[src/rtl/msia_consts.vh]
`ifndef MSIA_CONSTS_VH
`define MSIA_CONSTS_VH

// Fixed I/O address of the interrupt source register
`define MSIA_SRC_ADDR 16'h0130

// Interrupt source register fields
`define MSIA_SRC_PORT_LSB 0
`define MSIA_SRC_PORT_MSB 3
`define MSIA_SRC_ADAPT_LSB 4
`define MSIA_SRC_ADAPT_MSB 6
`define MSIA_SRC_TYPE_LSB 8
`define MSIA_SRC_TYPE_MSB 9
`define MSIA_SRC_VALID 15
`define MSIA_SRC_RST 16'h0000

// Interrupt type codes, line status ranks first
`define MSIA_TYPE_NONE 2'h0
`define MSIA_TYPE_LINE 2'h1
`define MSIA_TYPE_RXAV 2'h2
`define MSIA_TYPE_TXEM 2'h3

// Slot setup register fields
`define MSIA_SET_IRQ_LSB 0
`define MSIA_SET_IRQ_MSB 2
`define MSIA_SET_ID_LSB 3
`define MSIA_SET_ID_MSB 5
`define MSIA_SET_EN 6
`define MSIA_SET_RST 8'h00

// Sizes
`define MSIA_PORTS 16
`define MSIA_ADAPTERS 8
`define MSIA_IRQ_LINES 8

`endif

[src/rtl/msia_arbiter.v]
`timescale 1ns/1ps
// Notes on behaviour
// RL1: Ports served fixed priority, port 0 first
// RL2: Lowest pending adapter wins, loads its port
// RL3: One read gives adapter, port, type
// RL4: Host reads 16-bit register at 0130
// RL5: Up to eight adapters arbitrate together
// RL6: Eight selectable IRQ outputs: 3..15
// RL7: Setup picks one line; only it driven
// RL8: Open-collector: pull low, else release
// RL9: Host should give all adapters one level
// RL10: Data lines: mark is 1, space 0
// RL11: Control lines: space on, mark off
// RL12: Undriven receiver presents mark, binary 1
// RL13: Ports carry TxD, RxD, DCD, DTR
// RL14: Rx, tx-empty, line status separately enabled
// RL15: Nothing pending: release line, report none
`include "msia_consts.vh"

module msia_arbiter
(
  // Clock and reset
  input wire ref_clk,
  input wire arst_n,
  // System I/O read port
  input wire [15:0] ioAddr,
  input wire ioRd,
  output reg [15:0] ioRdData,
  output reg ioRdOe,
  // Slot setup register write
  input wire setupWr,
  input wire [7:0] setupData,
  // Channel interrupt sources and enables
  input wire [15:0] chRxAvail,
  input wire [15:0] chTxEmpty,
  input wire [15:0] chLineStat,
  input wire [15:0] chIeRx,
  input wire [15:0] chIeTx,
  input wire [15:0] chIeLs,
  // Shared interrupt request lines, open collector
  output reg [7:0] irqOut,
  output reg [7:0] irqOe,
  // Inter-adapter arbitration lines, open collector, low when pending
  input wire [7:0] arbIn,
  output reg [7:0] arbOut,
  output reg [7:0] arbOe,
  // Channel side of the serial lines
  input wire [15:0] chTxBit,
  input wire [15:0] chDtrOn,
  output reg [15:0] chRxBit,
  output reg [15:0] chDcdOn,
  // Serial line pins, logic levels
  output reg [15:0] txdLine,
  output reg [15:0] dtrLine,
  input wire [15:0] rxdLine,
  input wire [15:0] dcdLine,
  input wire [15:0] rxOpen
);

  // Setup state
  reg [7:0] setup_reg;
  // Per-port pending and type
  wire [15:0] chPend;
  wire [31:0] chType;
  // Port winner
  wire [3:0] portIdx;
  wire portFound;
  reg [1:0] winType;
  // Source register
  reg [15:0] src_reg;
  reg [15:0] src_next;
  // Arbitration line synchronisers
  reg [7:0] arbMeta_reg;
  reg [7:0] arbSync_reg;
  reg [7:0] higherMask;
  wire [2:0] myId;
  wire anyOther;
  wire iWin;
  wire answer;
  // Serial pin synchronisers
  reg [15:0] rxdMeta_reg;
  reg [15:0] rxdSync_reg;
  reg [15:0] dcdMeta_reg;
  reg [15:0] dcdSync_reg;
  reg [15:0] openMeta_reg;
  reg [15:0] openSync_reg;
  // Separate loop indices keep the combinational blocks from waking each other
  integer j;
  integer k;
  integer m;

  assign myId = setup_reg[`MSIA_SET_ID_MSB:`MSIA_SET_ID_LSB];

  // Slot setup register; irq line and adapter slot id
  always @(posedge ref_clk or negedge arst_n)
  begin
    if (!arst_n)
      setup_reg <= `MSIA_SET_RST;
    else if (setupWr)
      setup_reg <= setupData; // see RL7
  end

  // Per-port enabled sources and type, line status ranks over rx and tx
  genvar g;
  generate
    for (g = 0; g < `MSIA_PORTS; g = g + 1)
    begin : gPort
      wire ls;
      wire rx;
      wire tx;
      assign ls = chLineStat[g] & chIeLs[g]; // see RL14
      assign rx = chRxAvail[g] & chIeRx[g]; // see RL14
      assign tx = chTxEmpty[g] & chIeTx[g]; // see RL14
      assign chPend[g] = ls | rx | tx;
      assign chType[2*g+1:2*g] = ls ? `MSIA_TYPE_LINE :
                                 rx ? `MSIA_TYPE_RXAV :
                                 tx ? `MSIA_TYPE_TXEM : `MSIA_TYPE_NONE;
    end
  endgenerate

  // Lowest numbered pending port is the one reported
  msia_prio_enc uPortEnc
  (
    .req(chPend), // see RL1
    .idx(portIdx),
    .found(portFound)
  );

  // Type of the winning port
  always @*
  begin
    winType = `MSIA_TYPE_NONE;
    for (j = 0; j < `MSIA_PORTS; j = j + 1)
    begin
      if (portIdx == j[3:0])
        winType = chType[2*j+1 -: 2];
    end
  end

  // Mask of adapter slots ranked above this one
  always @*
  begin
    higherMask = 8'h00;
    for (k = 0; k < `MSIA_ADAPTERS; k = k + 1)
    begin
      if (k[2:0] < myId)
        higherMask[k] = 1'b1;
    end
  end

  // Other adapters signal pending by pulling their own slot line low
  always @(posedge ref_clk or negedge arst_n)
  begin
    if (!arst_n)
    begin
      arbMeta_reg <= 8'h00;
      arbSync_reg <= 8'h00;
    end
    else
    begin
      arbMeta_reg <= ~arbIn;
      arbSync_reg <= arbMeta_reg;
    end
  end

  // A lower-numbered slot pending means this adapter loses the read
  assign anyOther = |(arbSync_reg & higherMask); // see RL5
  assign iWin = portFound & ~anyOther; // see RL2
  // Slot 0 answers the empty report when no other adapter is pending;
  // its own line is skipped, it lags the local state by three cycles
  assign answer = iWin | (~portFound & ~(|arbSync_reg[7:1]) & (myId == 3'h0)); // see RL15

  // Source register tracks the winner every cycle
  always @*
  begin
    src_next = `MSIA_SRC_RST; // see RL15
    if (portFound)
    begin
      src_next[`MSIA_SRC_VALID] = 1'b1;
      src_next[`MSIA_SRC_PORT_MSB:`MSIA_SRC_PORT_LSB] = portIdx; // see RL3
      src_next[`MSIA_SRC_ADAPT_MSB:`MSIA_SRC_ADAPT_LSB] = myId; // see RL3
      src_next[`MSIA_SRC_TYPE_MSB:`MSIA_SRC_TYPE_LSB] = winType; // see RL3
    end
  end

  always @(posedge ref_clk or negedge arst_n)
  begin
    if (!arst_n)
      src_reg <= `MSIA_SRC_RST;
    else
      src_reg <= src_next; // see RL2
  end

  // Read answer one cycle after the strobe; losers keep off the bus
  always @(posedge ref_clk or negedge arst_n)
  begin
    if (!arst_n)
    begin
      ioRdData <= 16'h0000;
      ioRdOe <= 1'b0;
    end
    else if (ioRd && ioAddr == `MSIA_SRC_ADDR && answer)
    begin
      ioRdData <= src_reg; // see RL4
      ioRdOe <= 1'b1;
    end
    else
    begin
      ioRdData <= 16'h0000;
      ioRdOe <= 1'b0;
    end
  end

  // Interrupt and arbitration lines; the driven level is always low
  always @(posedge ref_clk or negedge arst_n)
  begin
    if (!arst_n)
    begin
      irqOut <= 8'h00;
      irqOe <= 8'h00;
      arbOut <= 8'h00;
      arbOe <= 8'h00;
    end
    else
    begin
      irqOut <= 8'h00; // see RL8
      arbOut <= 8'h00;
      for (m = 0; m < `MSIA_IRQ_LINES; m = m + 1)
      begin
        // Index 0..7 maps to levels 3,5,9,10,11,12,14,15
        irqOe[m] <= setup_reg[`MSIA_SET_EN] & portFound // see RL15
                    & (setup_reg[`MSIA_SET_IRQ_MSB:`MSIA_SET_IRQ_LSB] == m[2:0]); // see RL6
        arbOe[m] <= portFound & (myId == m[2:0]); // see RL5
      end
    end
  end

  // Pin synchronisers; first stage feeds only the second
  always @(posedge ref_clk or negedge arst_n)
  begin
    if (!arst_n)
    begin
      rxdMeta_reg <= 16'hFFFF;
      rxdSync_reg <= 16'hFFFF;
      dcdMeta_reg <= 16'hFFFF;
      dcdSync_reg <= 16'hFFFF;
      openMeta_reg <= 16'h0000;
      openSync_reg <= 16'h0000;
    end
    else
    begin
      rxdMeta_reg <= rxdLine;
      rxdSync_reg <= rxdMeta_reg;
      dcdMeta_reg <= dcdLine;
      dcdSync_reg <= dcdMeta_reg;
      openMeta_reg <= rxOpen;
      openSync_reg <= openMeta_reg;
    end
  end

  // Line level mapping; reset shows idle mark and control off
  always @(posedge ref_clk or negedge arst_n)
  begin
    if (!arst_n)
    begin
      chRxBit <= 16'hFFFF;
      chDcdOn <= 16'h0000;
      txdLine <= 16'hFFFF;
      dtrLine <= 16'hFFFF;
    end
    else
    begin
      chRxBit <= rxdSync_reg | openSync_reg; // see RL10 see RL12 see RL13
      chDcdOn <= ~dcdSync_reg; // see RL11
      txdLine <= chTxBit; // see RL10
      dtrLine <= ~chDtrOn; // see RL11
    end
  end

endmodule // msia_arbiter

[src/rtl/msia_prio_enc.v]
`timescale 1ns/1ps
// Fixed priority encoder, index 0 wins
module msia_prio_enc
(
  // Request vector
  input wire [15:0] req,
  // Winner
  output reg [3:0] idx,
  output reg found
);

  integer i;

  // Scan from the top down so the lowest index is written last
  always @*
  begin
    idx = 4'h0;
    found = 1'b0;
    for (i = 15; i >= 0; i = i - 1)
    begin
      if (req[i])
      begin
        idx = i[3:0];
        found = 1'b1;
      end
    end
  end

endmodule // msia_prio_enc

[config.mk]
export PLATFORM = sky130hd
export DESIGN_NAME = msia_arbiter
export DESIGN_NICKNAME = d
export VERILOG_FILES = /design/src/rtl/msia_arbiter.v /design/src/rtl/msia_prio_enc.v
export VERILOG_INCLUDE_DIRS = /design/src /design/src/rtl
export SDC_FILE = /design/constraint.sdc
export NUM_CORES = 1
export LEC_CHECK = 0
export BUFFER_PORTS_ARGS = -buffer_cell sky130_fd_sc_hd__buf_2
export CAP_MARGIN = 20
export CORE_ASPECT_RATIO = 0.9
export CORE_MARGIN = 2
export CORE_UTILIZATION = 51
export CTS_CLUSTER_SIZE = 20
export DETAILED_ROUTE_END_ITERATION = 8
export HOLD_SLACK_MARGIN = 0.08
export PLACE_DENSITY = 0.87
export SYNTH_ARGS = -nofsm -noshare
export SYNTH_HDL_FRONTEND = slang
export SYNTH_HIERARCHICAL = 1
export SYNTH_SLANG_ARGS = --single-unit
[constraint.sdc]
create_clock -name ref_clk -period 4 [get_ports ref_clk]
set_clock_uncertainty 0.1 [all_clocks]
set_input_delay 0.8 -clock ref_clk [delete_from_list [all_inputs] [get_ports ref_clk]]
set_output_delay 0.8 -clock ref_clk [all_outputs]
set_load 0.01 [all_outputs]
-- After elaboration in Yosys (flattened, before gate mapping)
Index checks and enable logic that the tools add are counted.
- equality and inequality tests: 30
- bitwise gates (word level): 109
- magnitude comparators: 8
- reduce and logical (&&, ||, !) cells: 7
- muxes and demuxes: 109
- operators by type and width (operator ; number):
    two-way mux 2 bit ; 65
    AND 1 bit ; 68
    two-way mux 4 bit ; 16
    bitwise OR 1 bit ; 33
    == test 4 bit (second input constant) ; 8
    inverter 16 bit ; 2
    two-way mux 1 bit ; 26
    == test 3 bit (second input constant) ; 8
    == test 16 x 9 -> 1 bit (second input constant) ; 1
    == test 4 x 3 -> 1 bit (second input constant) ; 4
    two-way mux 16 bit ; 1
    bitwise OR 16 bit ; 1
    == test 3 x 2 -> 1 bit (second input constant) ; 4
    less-than comparator 3 bit (first input constant) ; 4
    AND 8 bit ; 1
    == test 4 x 2 -> 1 bit (second input constant) ; 2
    inverter 8 bit ; 1
    OR reduction 8 bit ; 1
    two-way mux 7 bit ; 1
    OR reduction 7 bit ; 1
    == test 3 x 1 -> 1 bit (second input constant) ; 2
    logical NOT 3 bit ; 2
    less-than comparator 1 x 3 -> 1 bit (first input constant) ; 2
    less-than comparator 2 x 3 -> 1 bit (first input constant) ; 2
    4 further kinds ; 7
- output and inout port bits: 113
- bits of input ports: 212
- logic and storage cells: 281
- flip-flop bits (word level): 226

-- Logic depth before layout (Yosys ltp)
Gate-level depths: netlist of run 1.
- depth after elaboration: 37
- depth in mapped cells: 15
- depth with buffers taken out: 14

-- Modules after synthesis
The synthesis of run 1 kept the hierarchy.
- by module, submodules not included (module ; cells each ; seq. area each (um^2) ; area each (um^2) ; instances):
    msia_arbiter ; 521 ; 5645.4 ; 7345.8 ; 1
    msia_prio_enc ; 33 ; 0.0 ; 178.9 ; 1

-- Worst setup path before layout of run 1
No wires, ideal clock.
- path kind: input-to-reg
- start point: in chTxEmpty[10]
- end point: reg src_reg[8]
- library setup time: 0.076 ns
- cell stages on the path: 11
- arrival time: 2.788 ns
- path buffers: 0
- slack: 1.035 ns
- required time: 3.824 ns
- cells stage by stage: a22oi_1 -> nand2_1 -> nor4_2 -> nand2_1 -> a21oi_1 -> nor2b_2 -> nand4_1 -> a31oi_1 -> o21ba_1 -> or4b_1 -> o21ai_1
- longest elaborated chain between the ends: 31
- elaborated cells on any way between the ends: 60
- those cells by class: 15 x eq/ne; 42 x mux; 2 x bitwise; 1 x reduce/logical
- RTL lines (element ; RTL line ; source):
    start, declared ; msia_arbiter.v:35 ; input wire [15:0] chTxEmpty,
    AND 1 bit * ; msia_arbiter.v:113 ; assign tx = chTxEmpty[g] & chIeTx[g];
    bitwise OR 1 bit * ; msia_arbiter.v:114 ; assign chPend[g] = ls | rx | tx;
    net chPend[10] ; msia_arbiter.v:63 ; wire [15:0] chPend;
    two-way mux 4 bit * (11 in a row) ; msia_prio_enc.v:21 ; if (req[i])
    net portIdx[2] ; msia_arbiter.v:66 ; wire [3:0] portIdx;
    logical NOT 4 bit ; msia_arbiter.v:135 ; if (portIdx == j[3:0])
    two-way mux 2 bit (15 in a row) ; msia_arbiter.v:135 ;
    two-way mux 2 bit * ; msia_arbiter.v:135 ;
    two-way mux 2 bit * ; msia_arbiter.v:177 ; if (portFound)
    net src_next[8] ; msia_arbiter.v:71 ; reg [15:0] src_next;
    end signal, assigned ; msia_arbiter.v:189 ; src_reg <= `MSIA_SRC_RST;
    end signal, assigned ; msia_arbiter.v:191 ; src_reg <= src_next;
    end, declared ; msia_arbiter.v:70 ; reg [15:0] src_reg;
The timed path passes the listed nets; every way through them passes the cells marked *.
A chain may end at the register's enable or synchronous reset.

-- Worst setup path after layout of run 1
- start point: in chTxEmpty[12]
- end point: reg src_reg[9]
- longest elaborated chain between the ends: 33
- elaborated cells on any way between the ends: 64
- those cells by class: 15 x eq/ne; 46 x mux; 2 x bitwise; 1 x reduce/logical
- RTL lines (element ; RTL line):
    AND 1 bit * ; msia_arbiter.v:113
    bitwise OR 1 bit * ; msia_arbiter.v:114
    net chPend[12] ; msia_arbiter.v:63
    two-way mux 4 bit * (13 in a row) ; msia_prio_enc.v:21
    net portIdx[1] ; msia_arbiter.v:66
    logical NOT 4 bit ; msia_arbiter.v:135
    two-way mux 2 bit (15 in a row) ; msia_arbiter.v:135
    two-way mux 2 bit * ; msia_arbiter.v:135
    two-way mux 2 bit * ; msia_arbiter.v:177
    net src_next[9] ; msia_arbiter.v:71
Marked as above.

==> flow_results.org, run 1 <==
** Floorplan
- Row count :: 42
- Chip Height :: 119.2 um
- After floorplanning, the core was sized to cover 0.01456 sq mm.
- Horiz. Die Dim :: 132.0 um
- I/O pin count :: 325
- Starting density of the core :: 51.69%
- The die covers 0.01574 sq mm.

** Logic synthesis
- Average cell area after synthesis :: 13.58 sq um
- Post-synthesis register bit count :: 220
- The synthesized netlist devotes 0% of its cell area to adder and majority cells.
- In the synthesized netlist, mux cells make up 1.181% of the area.
- Synthesis handed over a netlist of 554 instances.
- Yosys mapped a number of flops with a built-in enable equal to 0.
- Async S/R FF share, synth :: 100.0%
- Fraction of the yosys area taken by sequential cells :: 75.02%
- After Yosys synthesis, and, or, nand and nor cells account for 12.45% of the synthesized area.
- Summing the areas of all compound-gate instances in the mapped netlist gives 5.853% of the synthesized area.
- Post-synthesis cell area :: 0.007525 sq mm
- After synthesis, the largest family of logic cells by area is simple AND/OR/NAND/NOR gates.
- Number of unique standard cell types used by synthesis :: 49
- Flip-flop cell with the highest count after synthesis :: sky130_fd_sc_hd__dfstp_2
- Count of yosys warnings during synthesis :: 6
- After Yosys synthesis, XOR and XNOR cells account for 0% of the synthesized area.

** Drt
- Using the TritonRoute via totals, the vias-per-cell ratio works out to 4.776.
- After the first detailed-routing iteration, the DRC count stood at 267.
- Detailed Route WL :: 16,790 um
- Routed length on met2 :: 9032 um
- The first detailed-routing pass ran for 4 iterations.
- The routed layout has 5,215 vias.
- Post-DRT Antenna Nets :: 0
- Dividing the detail-routed wire length by the instance count gives 15.38 um.
- Met1 wire length :: 5957 um
- Detailed routing placed a total of 1464 um of wire on met3.
- DRC violations left :: 0
- Uppermost layer routed :: met4

** Timing
- At the pin with the least slew margin, the transition time is 765.8 ps.
- Fraction of the cycle the final worst path needs :: 75.35%
- WHS :: 243.2 ps
- Headroom to the max-slew limit :: 48.95%
- For the final routed database, the setup TNS stands at 0 ps.
- Derived from the worst setup path, the maximum achievable clock frequency is 331.8 MHz.
- Min Clock Period, post-route :: 3014 ps
- RSZ-0062 raised after global routing :: false
- The number of failing hold endpoints at the final stage was 0.
- Final setup violating endpoints :: 0
- The max-slew violation count is 0.

** Global routing
- Number of global-route vias before repair :: 5,257
- Wire length of the first global-routing pass :: 26,380 um
- The initial antenna violation count is 0.
- Pin count of the biggest net entering global routing :: 106
- For this run, the total global-route usage over all layers was measured as 21.56%.
- For this run the aggregate overflow at the end of global routing stands at 0.

** Finish
- In the layout the commonest cells are sky130_fd_sc_hd__buf_2, sky130_fd_sc_hd__dfstp_2, sky130_fd_sc_hd__dfrtp_1.
- Leading cell type in the layout, fill and taps excluded :: sky130_fd_sc_hd__buf_2
- With fillers left out, the area of the finished cells amounts to 0.009957 sq mm.
- In the final layout, the share of cells above drive strength 1 is 55.32%.
- Number of nets in the finished design :: 1,090
- Area growth from synthesis to layout :: 32.32%
- After filler insertion, the fill cell instance count of the layout stands at 1,016.

** Critical path
- The critical path is of the in -> reg type.
- Slowest Stage Delay on Critical Path :: 400 ps
- The worst setup path is captured at a flop.
- At the worst endpoint, the arrival time is 3290 ps.
- The startpoint identified for the worst register-to-register timing path is setup_reg[4]$_DFFE_PN0P_.
- Worst R2R Setup Slack :: 2270 ps
- Cell breakdown of the critical path :: buf_2, a22oi_1, nand2_1, nor3_1, o31ai_1, a31oi_1, nor2b_2, nand3b_1, or3_1, o21ai_1, nor4_1, a31oi_1
- STA classifies the critical path startpoint as a primary input.
- The worst register-to-register path has a depth of 7.
- The worst register-to-register path ends at ioRdData[3]$_DFF_PN0_.
- For the worst setup path, the data required time is 4280 ps.
- The slowest stage of the critical path is the sky130_fd_sc_hd__a31oi_1 cell.
- Crit path top cell by count :: sky130_fd_sc_hd__a31oi_1
- Along the worst path, the maximum fanout reaches 6.
- Buffer and inverter count on the worst path :: 1
- In this design, the largest share of critical-path delay is due to simple AND/OR/NAND/NOR gates.

** Placed design
- Buffers placed on the I/O ports in this run total 301.
- Final estimated routing congestion in global placement :: 0.8699
- The HPWL after detailed placement is 12,260 um.
- After detailed placement, the total cell area comes to 0.009236 sq mm.

** Clock network
- Post-CTS setup repair buffer count :: 0
- Largest buffer count on any clock path :: 3
- TritonCTS created 21 clock buffers.
- Clk sink count :: 220
- Hold repair after CTS inserted 0 buffers.
- Clock root buffer :: sky130_fd_sc_hd__clkbuf_16
- CTS clk-pin slew, worst paths :: 60 ps
- H-tree Lvls :: 1
- Clock latency on the worst-skew pair, taken at its later pin, is 480 ps.
- TritonCTS built the clock tree.
- The number of gates resized after CTS was 0.

** Pwr
- For this design the static power due to leakage is 4.989 nW.
- Of the total power, registers draw 50.7%.
- Worst supply voltage drop on vdd :: 0.3212 mV
- Net switching is 21.73% of the power.
- Combinational cells account for 8.2% of the total power.
- Areal power density over the cells :: 481.2 mW/mm^2
- Clock power frac :: 41.1%
- The internal power of the cells totals 0.003750 W.
- The analysis attributes to net switching a power of 0.001041 W.

** Worst hold path
- Class of the tightest hold or removal check :: reg -> reg
- Hold-critical path depth :: 0
- In this run the most critical hold path is launched from dcdMeta_reg[5]$_DFF_PN1_.
- Hold path endpoint :: dcdSync_reg[5]$_DFF_PN1_

** Job
- Across the run, the number of max-cap violations was 0.

** Status
- Status :: finished clean
-- cell families after synthesis --
kind of cell / Yosys count
DFF: 220
and+or+nand+nor: 180
buffers and inverters: 80
AOI/OAI and AO/OA: 65
muxes: 8
other: 1
-- layout make-up --
cell class	count	area, sq um	area share [%]
diodes	1	2.502	0.02513
flip-flops and latches	220	5645	56.70
multi-input cells	275	1549	15.56
clock inverters	11	120.1	1.206
inverters	47	176.4	1.772
well taps	198	247.7	2.488
clock buffers	27	598.1	6.007
repair buffers	313	1618	16.25
-- synthesized netlist by cell type, drive strengths merged, types with 3 or more instances --
master	instances	area, sq um
a21oi	12	63.81
mux2	7	78.83
buf	28	214.0
inv	47	176.4
o21a	3	22.52
or2	16	100.1
nand3b	3	22.52
dfrtp	108	2703
nand3	19	95.09
dfstp	112	2943
o21ai	5	25.02
nor2b	6	45.05
nor3	9	45.04
nor4	9	68.81
nand4	5	31.28
a22oi	12	90.09
and2	17	106.4
a31oi	12	75.07
nand2b	3	18.77
clkbuf	5	18.77
and3	3	18.77
nor3b	7	52.55
nand2	61	236.5
nor2	19	71.32
o22ai	6	37.54
-- metrics by stage --
step	setup slack [ps]	power [W]	utilization, %	instances
floorplan	1035	0.002630	-	575
global placement	612.9	0.002833	63.45	1053
detailed placement	559.3	0.002856	63.45	1053
CTS	1071	0.004858	68.39	1091
global route	743.0	0.005002	68.39	1091
finish	986.0	0.004791	68.40	1092
-- how the worst max path moves through the flow --
stage                       start                    to  slack [ps]  cells past startpoint
floorplan           chTxEmpty[10]  src_reg[8]$_DFF_PN0_        1040                     11
CTS                 chTxEmpty[12]  src_reg[9]$_DFF_PN0_        1070                     12
detailed placement  chTxEmpty[12]  src_reg[9]$_DFF_PN0_         560                     12
finish              chTxEmpty[12]  src_reg[9]$_DFF_PN0_         990                     12
global placement    chTxEmpty[10]  src_reg[8]$_DFF_PN0_         610                     13
global route         chTxEmpty[8]  src_reg[8]$_DFF_PN0_         740                     12
-- routing by layer --
layer	track usage, %	vias up
met4	6.114	0
met1	24.43	2480
met2	40.20	270
met5	0	-
li1	-	2439
met3	5.534	26
-- power by group through the flow --
stage	clock [W]	sequential (W)	combinational (W)
after global routing	0.00212	0.00244	0.000437
after CTS	0.00203	0.00243	0.000394
after floorplan	0	0.00248	0.000155
after detailed placement	0	0.00247	0.000390
after global placement	0	0.00246	0.000376
final	0.00197	0.00243	0.000391
No activity file was read; power rests on OpenSTA's default activity.
==> inputs of run 2 (changes only) <==
--- a/config.mk
+++ b/config.mk
@@ -10,11 +10,11 @@
 export CAP_MARGIN = 20
 export CORE_ASPECT_RATIO = 0.9
 export CORE_MARGIN = 2
-export CORE_UTILIZATION = 51
+export CORE_UTILIZATION = 43
 export CTS_CLUSTER_SIZE = 20
 export DETAILED_ROUTE_END_ITERATION = 8
 export HOLD_SLACK_MARGIN = 0.08
-export PLACE_DENSITY = 0.87
+export PLACE_DENSITY = 0.78
 export SYNTH_ARGS = -nofsm -noshare
 export SYNTH_HDL_FRONTEND = slang
 export SYNTH_HIERARCHICAL = 1
==> constraint.sdc (replaced) <==
create_clock -name ref_clk -period 2.5 [get_ports ref_clk]
set_clock_uncertainty 0.1 [all_clocks]
set_input_delay 0.5 -clock ref_clk [delete_from_list [all_inputs] [get_ports ref_clk]]
set_output_delay 0.5 -clock ref_clk [all_outputs]
set_load 0.01 [all_outputs]
==> run 2 against run 1 <==
Clock-buffer cell count grew 6. The flow now finishes with violations (setup timing). Largest cell class unchanged. Sequential share of layout area shrank 7.5 points. Core utilization shrank 0.94 points. Register-to-register slack lost 1600 ps. Sequential cell count is the same. Clock power grew 59%. Critical endpoint is now src_reg[8]$_DFF_PN0_. Highest routed layer unchanged.
==> flow_results.org, run 2 (synthesis results as in run 1) <==
** Status
- Status :: complete, but fails checks
- The checks that failed: setup timing.

** Critical path
- The critical path is of the in -> reg type.
- R2r startpoint :: setup_reg[4]$_DFFE_PN0P_
- The highest fanout seen on the critical path came to 8 (+2).
- STA classifies the critical path startpoint as a primary input.
- Kind of end point of the critical path :: flop
- Data arrival time of the worst path :: 2810 ps (-480 ps)
- Critical Path Start :: chIeTx[15]
- The worst endpoint required time is 2810 ps (-1470 ps).
- The logic depth of the worst register-to-register path was 7 (unchanged).
- The worst reg-to-reg setup slack came to 670 ps (-1600 ps).
- The endpoint identified for the worst register-to-register timing path is ioRdData[0]$_DFF_PN0_.

** Worst hold path
- In this run the worst hold path is classified as in -> reg.
- The startpoint identified for the worst hold timing path is setupData[1].
- The worst hold path stage count came to 2 (+2).
- For hold timing, the worst endpoint is setup_reg[1]$_DFFE_PN0P_.

** Timing
- Setup repair after global routing could not meet its margin everywhere.
- Fraction of the cycle the final worst path needs :: 100.1%
- The number of failing hold endpoints at the final stage was 0 (unchanged).
- The number of setup violations in the final report came to 1 (+1).
- Min Clock Period, post-route :: 2503 ps
- Fmax :: 399.6 MHz
- Final slew viol count :: 0 (unchanged)
- The post-route worst setup slack is -2.536 ps (-988.5 ps).

** Finish
- The area taken by flip-flops and latches is 0.005645 sq mm (unchanged).
- The layout net count came to 1,229 (+13%).
- The number of fillers in the final layout was 1,214 (+19%).
- Area of the multi-input gates :: 0.001744 sq mm (+13%)
- Summed area of non-filler cells in the final layout :: 0.01147 sq mm (+15%)
- The number of standard cells in the final layout excluding fillers was 1,267 (+16%).
- Layout cells sized above 1 :: 55.43% (+0.11 points)
- Leading cell type in the layout, fill and taps excluded :: sky130_fd_sc_hd__buf_2
- The fraction of the core area covered by cells at the end of the flow is 67.46% (-0.94 points).
- Number of diodes added for antenna fixing :: 0 (-1)
- In the layout the commonest cells are sky130_fd_sc_hd__buf_2, sky130_fd_sc_hd__dfstp_2, sky130_fd_sc_hd__dfrtp_1.
- Area growth from synthesis to layout :: 52.44%

** Global routing
- Routing layer with the top usage in global route :: met2
- Met1 track utilization from global routing :: 26.05% (+1.6 points)
- Wire length of the first global-routing pass :: 31,810 um (+21%)
- The met3 routing resource usage after global routing was 5.358% (-0.18 points).
- The number of global-route vias before repair is 6,155 (+17%).
- Total grt overflow :: 0 (unchanged)
- Antenna violations before repair :: 0 (unchanged)
- The global router's overall resource usage came to 22.23% (+0.66 points).
- Pin count of the biggest net entering global routing :: 68 (-36%)
- The routing usage on met2 is 40.20% (about the same).

** Floorplan
- I/O pin count :: 325 (unchanged)
- Chip Height :: 129.5 um (+8.6%)
- Starting density of the core :: 44.25% (-7.4 points)
- The core box area came to 0.01700 sq mm (+17%).
- Row count :: 45 (+7.1%)
- Area of the die :: 0.01857 sq mm (+18%)
- Horiz. Die Dim :: 143.4 um (+8.6%)

** Clock network
- Clock root buffer :: sky130_fd_sc_hd__clkbuf_16
- Largest buffer count on any clock path :: 3 (unchanged)
- The later-pin clock latency in the skew report is 490 ps (about the same).
- The H-tree depth was 1 (unchanged).
- CTS tree :: done
- CTS clk-pin slew, worst paths :: 60 ps (about the same)
- The number of sinks driven by the clock tree came to 220 (unchanged).
- The number of CTS-inserted buffers came to 21 (unchanged).

** Placed design
- The final RePlAce weighted congestion came to 0.8748 (+0.56%).
- The pre-CTS worst setup slack was -564.4 ps (-1124 ps).
- The cell area after placement is 0.009679 sq mm (+4.8%).
- Half-perimeter wire length after detailed placement :: 13,020 um (+6.2%)
- The number of input and output port buffers inserted was 301 (unchanged).
- The cell total after placement was 1,137 (+8.0%).

** Job
- Reported max-cap violation count :: 0 (unchanged)

** Pwr
- The cell leakage power came to 5.620 nW (+13%).
- The total power per unit cell area is 689.2 mW/mm^2 (+43%).
- The final total power was 0.007906 W (+65%).
- The worst supply voltage drop on vdd came to 0.6018 mV (+87%).

** Drt
- The count of unresolved DRC violations after routing was 0 (unchanged).
- The overall via count from detail_route is 5,894 (+13%).
- Total iterations of the first detailed-routing run :: 4 (unchanged)
- The routed length per instance was 16.37 um (+6.5%).
- The total wirelength of the detailed-routed design is 20,750 um (+24%).
- Post-DRT Antenna Nets :: 0 (unchanged)
- Vias per cell :: 4.652 (-2.6%)
- The initial DRC count was 191 (-28%).
-- run 2: how the worst max path moves through the flow --
| stage | endpoint | slack [ps] | cells past startpoint |
|---|---|---|---|
| final | src_reg[8]$_DFF_PN0_ | -3 | 14 |
| after global routing | src_reg[8]$_DFF_PN0_ | -170 | 14 |
| after floorplan | src_reg[8]$_DFF_PN0_ | -90 | 12 |
| after global placement | src_reg[8]$_DFF_PN0_ | -570 | 12 |
| after CTS | src_reg[8]$_DFF_PN0_ | 8 | 14 |
| after detailed placement | src_reg[8]$_DFF_PN0_ | -560 | 14 |
-- run 2: metal layers --
metal | vias to the layer above | share of wire, % | wire (um)
li1 | 2720 | - | -
met1 | 2863 | 37 | 7732
met2 | 258 | 52 | 10830
met3 | 53 | 7.4 | 1525
met4 | 0 | 3.2 | 661
met5 | - | 0 | 0
-- run 2: final cells by class --
| type | instances | area share (%) |
|---|---|---|
| Sequential cell | 220 | 49.21 |
| Timing Repair Buffer | 452 | 25.47 |
| Multi-Input combinational cell | 275 | 15.21 |
| Clock buffer | 33 | 5.497 |
| Tap cell | 235 | 2.563 |
| Inverter | 47 | 1.538 |
| Clock inverter | 5 | 0.5127 |
-- run 2: worst max-delay path, stage by stage --
cell	delay (ps)
sky130_fd_sc_hd__buf_6	90
sky130_fd_sc_hd__a22oi_2	250
sky130_fd_sc_hd__nand2b_4	90
sky130_fd_sc_hd__buf_4	130
sky130_fd_sc_hd__a21oi_1	170
sky130_fd_sc_hd__o311a_2	200
sky130_fd_sc_hd__o22ai_1	90
sky130_fd_sc_hd__buf_4	190
sky130_fd_sc_hd__nand4_1	140
sky130_fd_sc_hd__a311oi_2	50
sky130_fd_sc_hd__a31oi_1	160
sky130_fd_sc_hd__o211ai_1	140
sky130_fd_sc_hd__or4b_1	520
sky130_fd_sc_hd__o21ai_1	80
-- run 2: stage by stage --
step           setup TNS [ps]  hold slack (ps)
4_1_cts                     0            134.9
3_5_place_dp            -4256            234.7
6_report               -2.536            152.3
3_3_place_gp            -4352            231.7
2_1_floorplan          -85.73            104.4
5_1_grt                -229.2            129.9
-- run 2: what timing repair did --
action | 4_1_cts | 5_1_grt
pin swaps | 0 | 14
gates resized for setup | 4 | 36
endpoints found under the hold margin | 108 | 0
buffers inserted | 0 | 3
gates cloned | 0 | 0
hold buffers | 89 | 0
endpoints found under the setup margin | 2 | 12
-- run 2: power by group --
| group | switching (W) | internal (W) | total (W) | leakage, nW |
|---|---|---|---|---|
| registers | 0.0000800 | 0.00382 | 0.00390 | 2.50 |
| clock network | 0.00129 | 0.00184 | 0.00313 | 0.332 |
| logic | 0.000426 | 0.000446 | 0.000873 | 2.79 |
| total | 0.00180 | 0.00611 | 0.00791 | 5.62 |
==> inputs of run 3 (changes only) <==
--- a/config.mk
+++ b/config.mk
@@ -6,7 +6,7 @@
 export SDC_FILE = /design/constraint.sdc
 export NUM_CORES = 1
 export LEC_CHECK = 0
-export BUFFER_PORTS_ARGS = -buffer_cell sky130_fd_sc_hd__buf_2
+export BUFFER_PORTS_ARGS = -buffer_cell sky130_fd_sc_hd__buf_4
 export CAP_MARGIN = 20
 export CORE_ASPECT_RATIO = 0.9
 export CORE_MARGIN = 2
@@ -15,6 +15,7 @@
 export DETAILED_ROUTE_END_ITERATION = 8
 export HOLD_SLACK_MARGIN = 0.08
 export PLACE_DENSITY = 0.78
+export SETUP_SLACK_MARGIN = 0.4
 export SYNTH_ARGS = -nofsm -noshare
 export SYNTH_HDL_FRONTEND = slang
 export SYNTH_HIERARCHICAL = 1
==> run 3 against run 2 <==
The flow now finishes without violations. Cell area increased by 11%. Routed wire length rose by 4.6%. Power up 9.4%. Die area unchanged. Sequential power about the same. Register-to-register slack got worse by 40 ps. Hold slack got worse by 6.3 ps. First-iteration DRC count increased by 15%. Sequential cell count did not move. Sequential share of layout area fell by 5.0 points. Largest power group unchanged.
==> flow_results.org, run 3 (synthesis results as in run 1) <==
** Placed design
- The placed wire-length estimate is 13,260 um (+1.8%).
- The number of input and output port buffers inserted came to 301 (unchanged).
- Placed cells :: 1,130 (-0.62%)
- The pre-CTS worst setup slack is -461.1 ps (+103.4 ps).
- The final RePlAce weighted congestion came to 0.9158 (+4.7%).

** Pwr
- The cell leakage power is 6.109 nW (+8.7%).
- Worst supply voltage drop on vdd :: 0.4982 mV (-17%)
- The total power per unit cell area is 677.7 mW/mm^2 (-1.7%).

** Timing
- Final Hold Fails :: 0 (unchanged)
- The post-route worst setup slack came to 51.94 ps (+54.48 ps).
- Fmax :: 408.5 MHz (+2.2%)
- RSZ-0062 raised after global routing :: true
- The number of setup violations in the final report is 0 (-1).
- The final period demand of the worst path was 2448 ps (-54.48 ps).
- The max-slew violation count came to 0 (unchanged).
- Fraction of the cycle the final worst path needs :: 97.92% (-2.2 points)

** Global routing
- The largest net degree at the start of global routing is 69 (+1.5%).
- Number of global-route vias before repair :: 6,360 (+3.3%)
- Global-route usage over all layers :: 22.82% (+0.59 points)
- The initial antenna violation count came to 0 (unchanged).
- Total grt overflow :: 0 (unchanged)
- The global-route wire length before repair was 32,470 um (+2.1%).

** Clock network
- The clock edge transition at the registers on the reported setup and hold paths is 60 ps (about the same).
- TritonCTS built the clock tree.
- The number of CTS-inserted buffers is 22 (+4.8%).
- Clock root buffer :: sky130_fd_sc_hd__clkbuf_16
- H-tree Lvls :: 1 (unchanged)
- The number of sinks driven by the clock tree came to 220 (unchanged).
- Largest buffer count on any clock path :: 3 (unchanged)
- The later-pin clock latency in the skew report came to 490 ps (about the same).

** Drt
- The overall via count from detail_route was 5,946 (+0.88%).
- DRC violations left :: 0 (unchanged)
- The post-route antenna net violation count is 0 (unchanged).
- Detailed Route WL :: 21,700 um (+4.6%)
- The routed length per instance is 16.77 um (+2.4%).
- The total iterations of the first detailed-routing run was 4 (unchanged).
- The average vias per placed instance came to 4.595 (-1.2%).
- Number of violations reported at the end of detailed-routing iteration 0 :: 219 (+15%)

** Floorplan
- The chip height is 129.5 um (unchanged).
- Area of the die :: 0.01857 sq mm (unchanged)
- The core box area is 0.01700 sq mm (unchanged).
- Horiz. Die Dim :: 143.4 um (unchanged)
- The number of I/O pins was 325 (unchanged).
- The initial cell density of the core is 44.25% (unchanged).
- The floorplan row count came to 45 (unchanged).

** Job
- The max capacitance violation total was 0 (unchanged).

** Critical path
- The worst register-to-register path ends at ioRdData[9]$_DFF_PN0_.
- The worst endpoint required time was 2810 ps (about the same).
- Reg2reg path depth :: 7 (unchanged)
- Top fanout value on the critical path :: 5 (-3)
- The signal arrival time at the worst endpoint is 2760 ps (-50 ps).
- Capturing instance or port of the critical path :: src_reg[8]$_DFF_PN0_
- Kind of end point of the critical path :: flop
- Worst R2R Setup Slack :: 630 ps (-40 ps)
- Path type of the worst setup path :: in -> reg
- Startpoint Class :: primary input
- R2r startpoint :: setup_reg[4]$_DFFE_PN0P_
- The critical path starts at chIeTx[9].

** Finish
- Leaving out fill and tap cells, the most frequent cell in the layout is sky130_fd_sc_hd__buf_4.
- The library cells used most frequently in the layout, excluding fill and tap cells, are sky130_fd_sc_hd__buf_4, sky130_fd_sc_hd__dfstp_2, sky130_fd_sc_hd__dfrtp_1.
- Area growth from synthesis to layout :: 69.69%
- The number of standard cells in the final layout excluding fillers was 1,294 (+2.1%).
- Number of diodes added for antenna fixing :: 0 (unchanged)
- Layout cells sized above 1 :: 59.49% (+4.1 points)
- The fraction of the core area covered by cells at the end of the flow is 75.09% (+7.6 points).
- The number of fillers in the final layout is 1,045 (-14%).
- The layout net count is 1,255 (+2.1%).

** Worst hold path
- Class of the tightest hold or removal check :: in -> reg

** Status
- The flow ran to the end, and the final reports show no timing, DRC or antenna violations.
run 3: cell count changes in the layout (fill, tap and decap cells not counted), moves of 11 or more:
cell and change:
sky130_fd_sc_hd__and2_1 -11, sky130_fd_sc_hd__buf_2 -298, sky130_fd_sc_hd__and2_4 +11, sky130_fd_sc_hd__buf_6 +14, sky130_fd_sc_hd__buf_4 +307
run 3: per-stage QoR:
step	instance area, sq um	setup TNS (ps)	total power (W)	hold WS, ps
after floorplan	7747	-82.14	0.004238	104.4
after global placement	10500	-3674	0.004779	231.7
after detailed placement	10500	-4111	0.004806	234.7
after CTS	12600	0	0.008651	131.6
after global routing	12770	-102.7	0.008988	129.6
final	12770	0	0.008653	146.0
run 3: how the worst min path moves through the flow:
stage                                    from                   endpoint  slack (ps)  cells past startpoint
floorplan                              arst_n   arbMeta_reg[0]$_DFF_PN0_         100                      0
global placement    openMeta_reg[2]$_DFF_PN0_  openSync_reg[2]$_DFF_PN0_         230                      0
detailed placement   arbMeta_reg[1]$_DFF_PN0_   arbSync_reg[1]$_DFF_PN0_         230                      0
CTS                              setupData[1]   setup_reg[1]$_DFFE_PN0P_         130                      2
global route                     setupData[0]   setup_reg[0]$_DFFE_PN0P_         130                      2
finish                           setupData[0]   setup_reg[0]$_DFFE_PN0P_         150                      2
run 3: area by class of cell:
cell class / count / area (sq um) / area share, %
timing repair buffer: 477 / 3933 / 30.80
clock inverter: 9 / 186.4 / 1.460
inverter: 47 / 176.4 / 1.382
tap: 235 / 294.0 / 2.303
clock buffer: 31 / 654.4 / 5.125
multi-input combinational: 275 / 1879 / 14.72
sequential: 220 / 5645 / 44.21
run 3: power by group:
group / switching [W] / total (W) / leakage (nW) / internal [W]
sequential: 0.0000820 / 0.00390 / 2.50 / 0.00382
clock: 0.00132 / 0.00367 / 0.406 / 0.00235
combinational: 0.000461 / 0.00108 / 3.20 / 0.000620
run 3: timing repair:
action,4_1_cts,5_1_grt
pin swaps,31,13
endpoints found under the hold margin,122,0
gates cloned,0,1
setup buffers,31,3
setup endpoints to repair,13,13
resized for setup,32,36
hold buffers,89,0
run 3: critical path, cell delays in order:
cell and delay (ps):
sky130_fd_sc_hd__buf_6 90, sky130_fd_sc_hd__a22oi_2 250, sky130_fd_sc_hd__nand2_2 150, sky130_fd_sc_hd__nor4_4 300
sky130_fd_sc_hd__nand2_1 130, sky130_fd_sc_hd__a21oi_4 210, sky130_fd_sc_hd__buf_6 130, sky130_fd_sc_hd__nor2b_4 40
sky130_fd_sc_hd__nand4_1 100, sky130_fd_sc_hd__a31oi_2 70, sky130_fd_sc_hd__o21ba_1 180, sky130_fd_sc_hd__or4b_1 510
sky130_fd_sc_hd__o21ai_1 90
run 3: metal layers:
layer | vias up | global-route usage (%) | wire length (um)
li1 | 2760 | - | -
met1 | 2867 | 24.88 | 7824
met2 | 269 | 42.89 | 11520
met3 | 50 | 5.950 | 1661
met4 | 0 | 8.074 | 694
met5 | - | 0 | 0
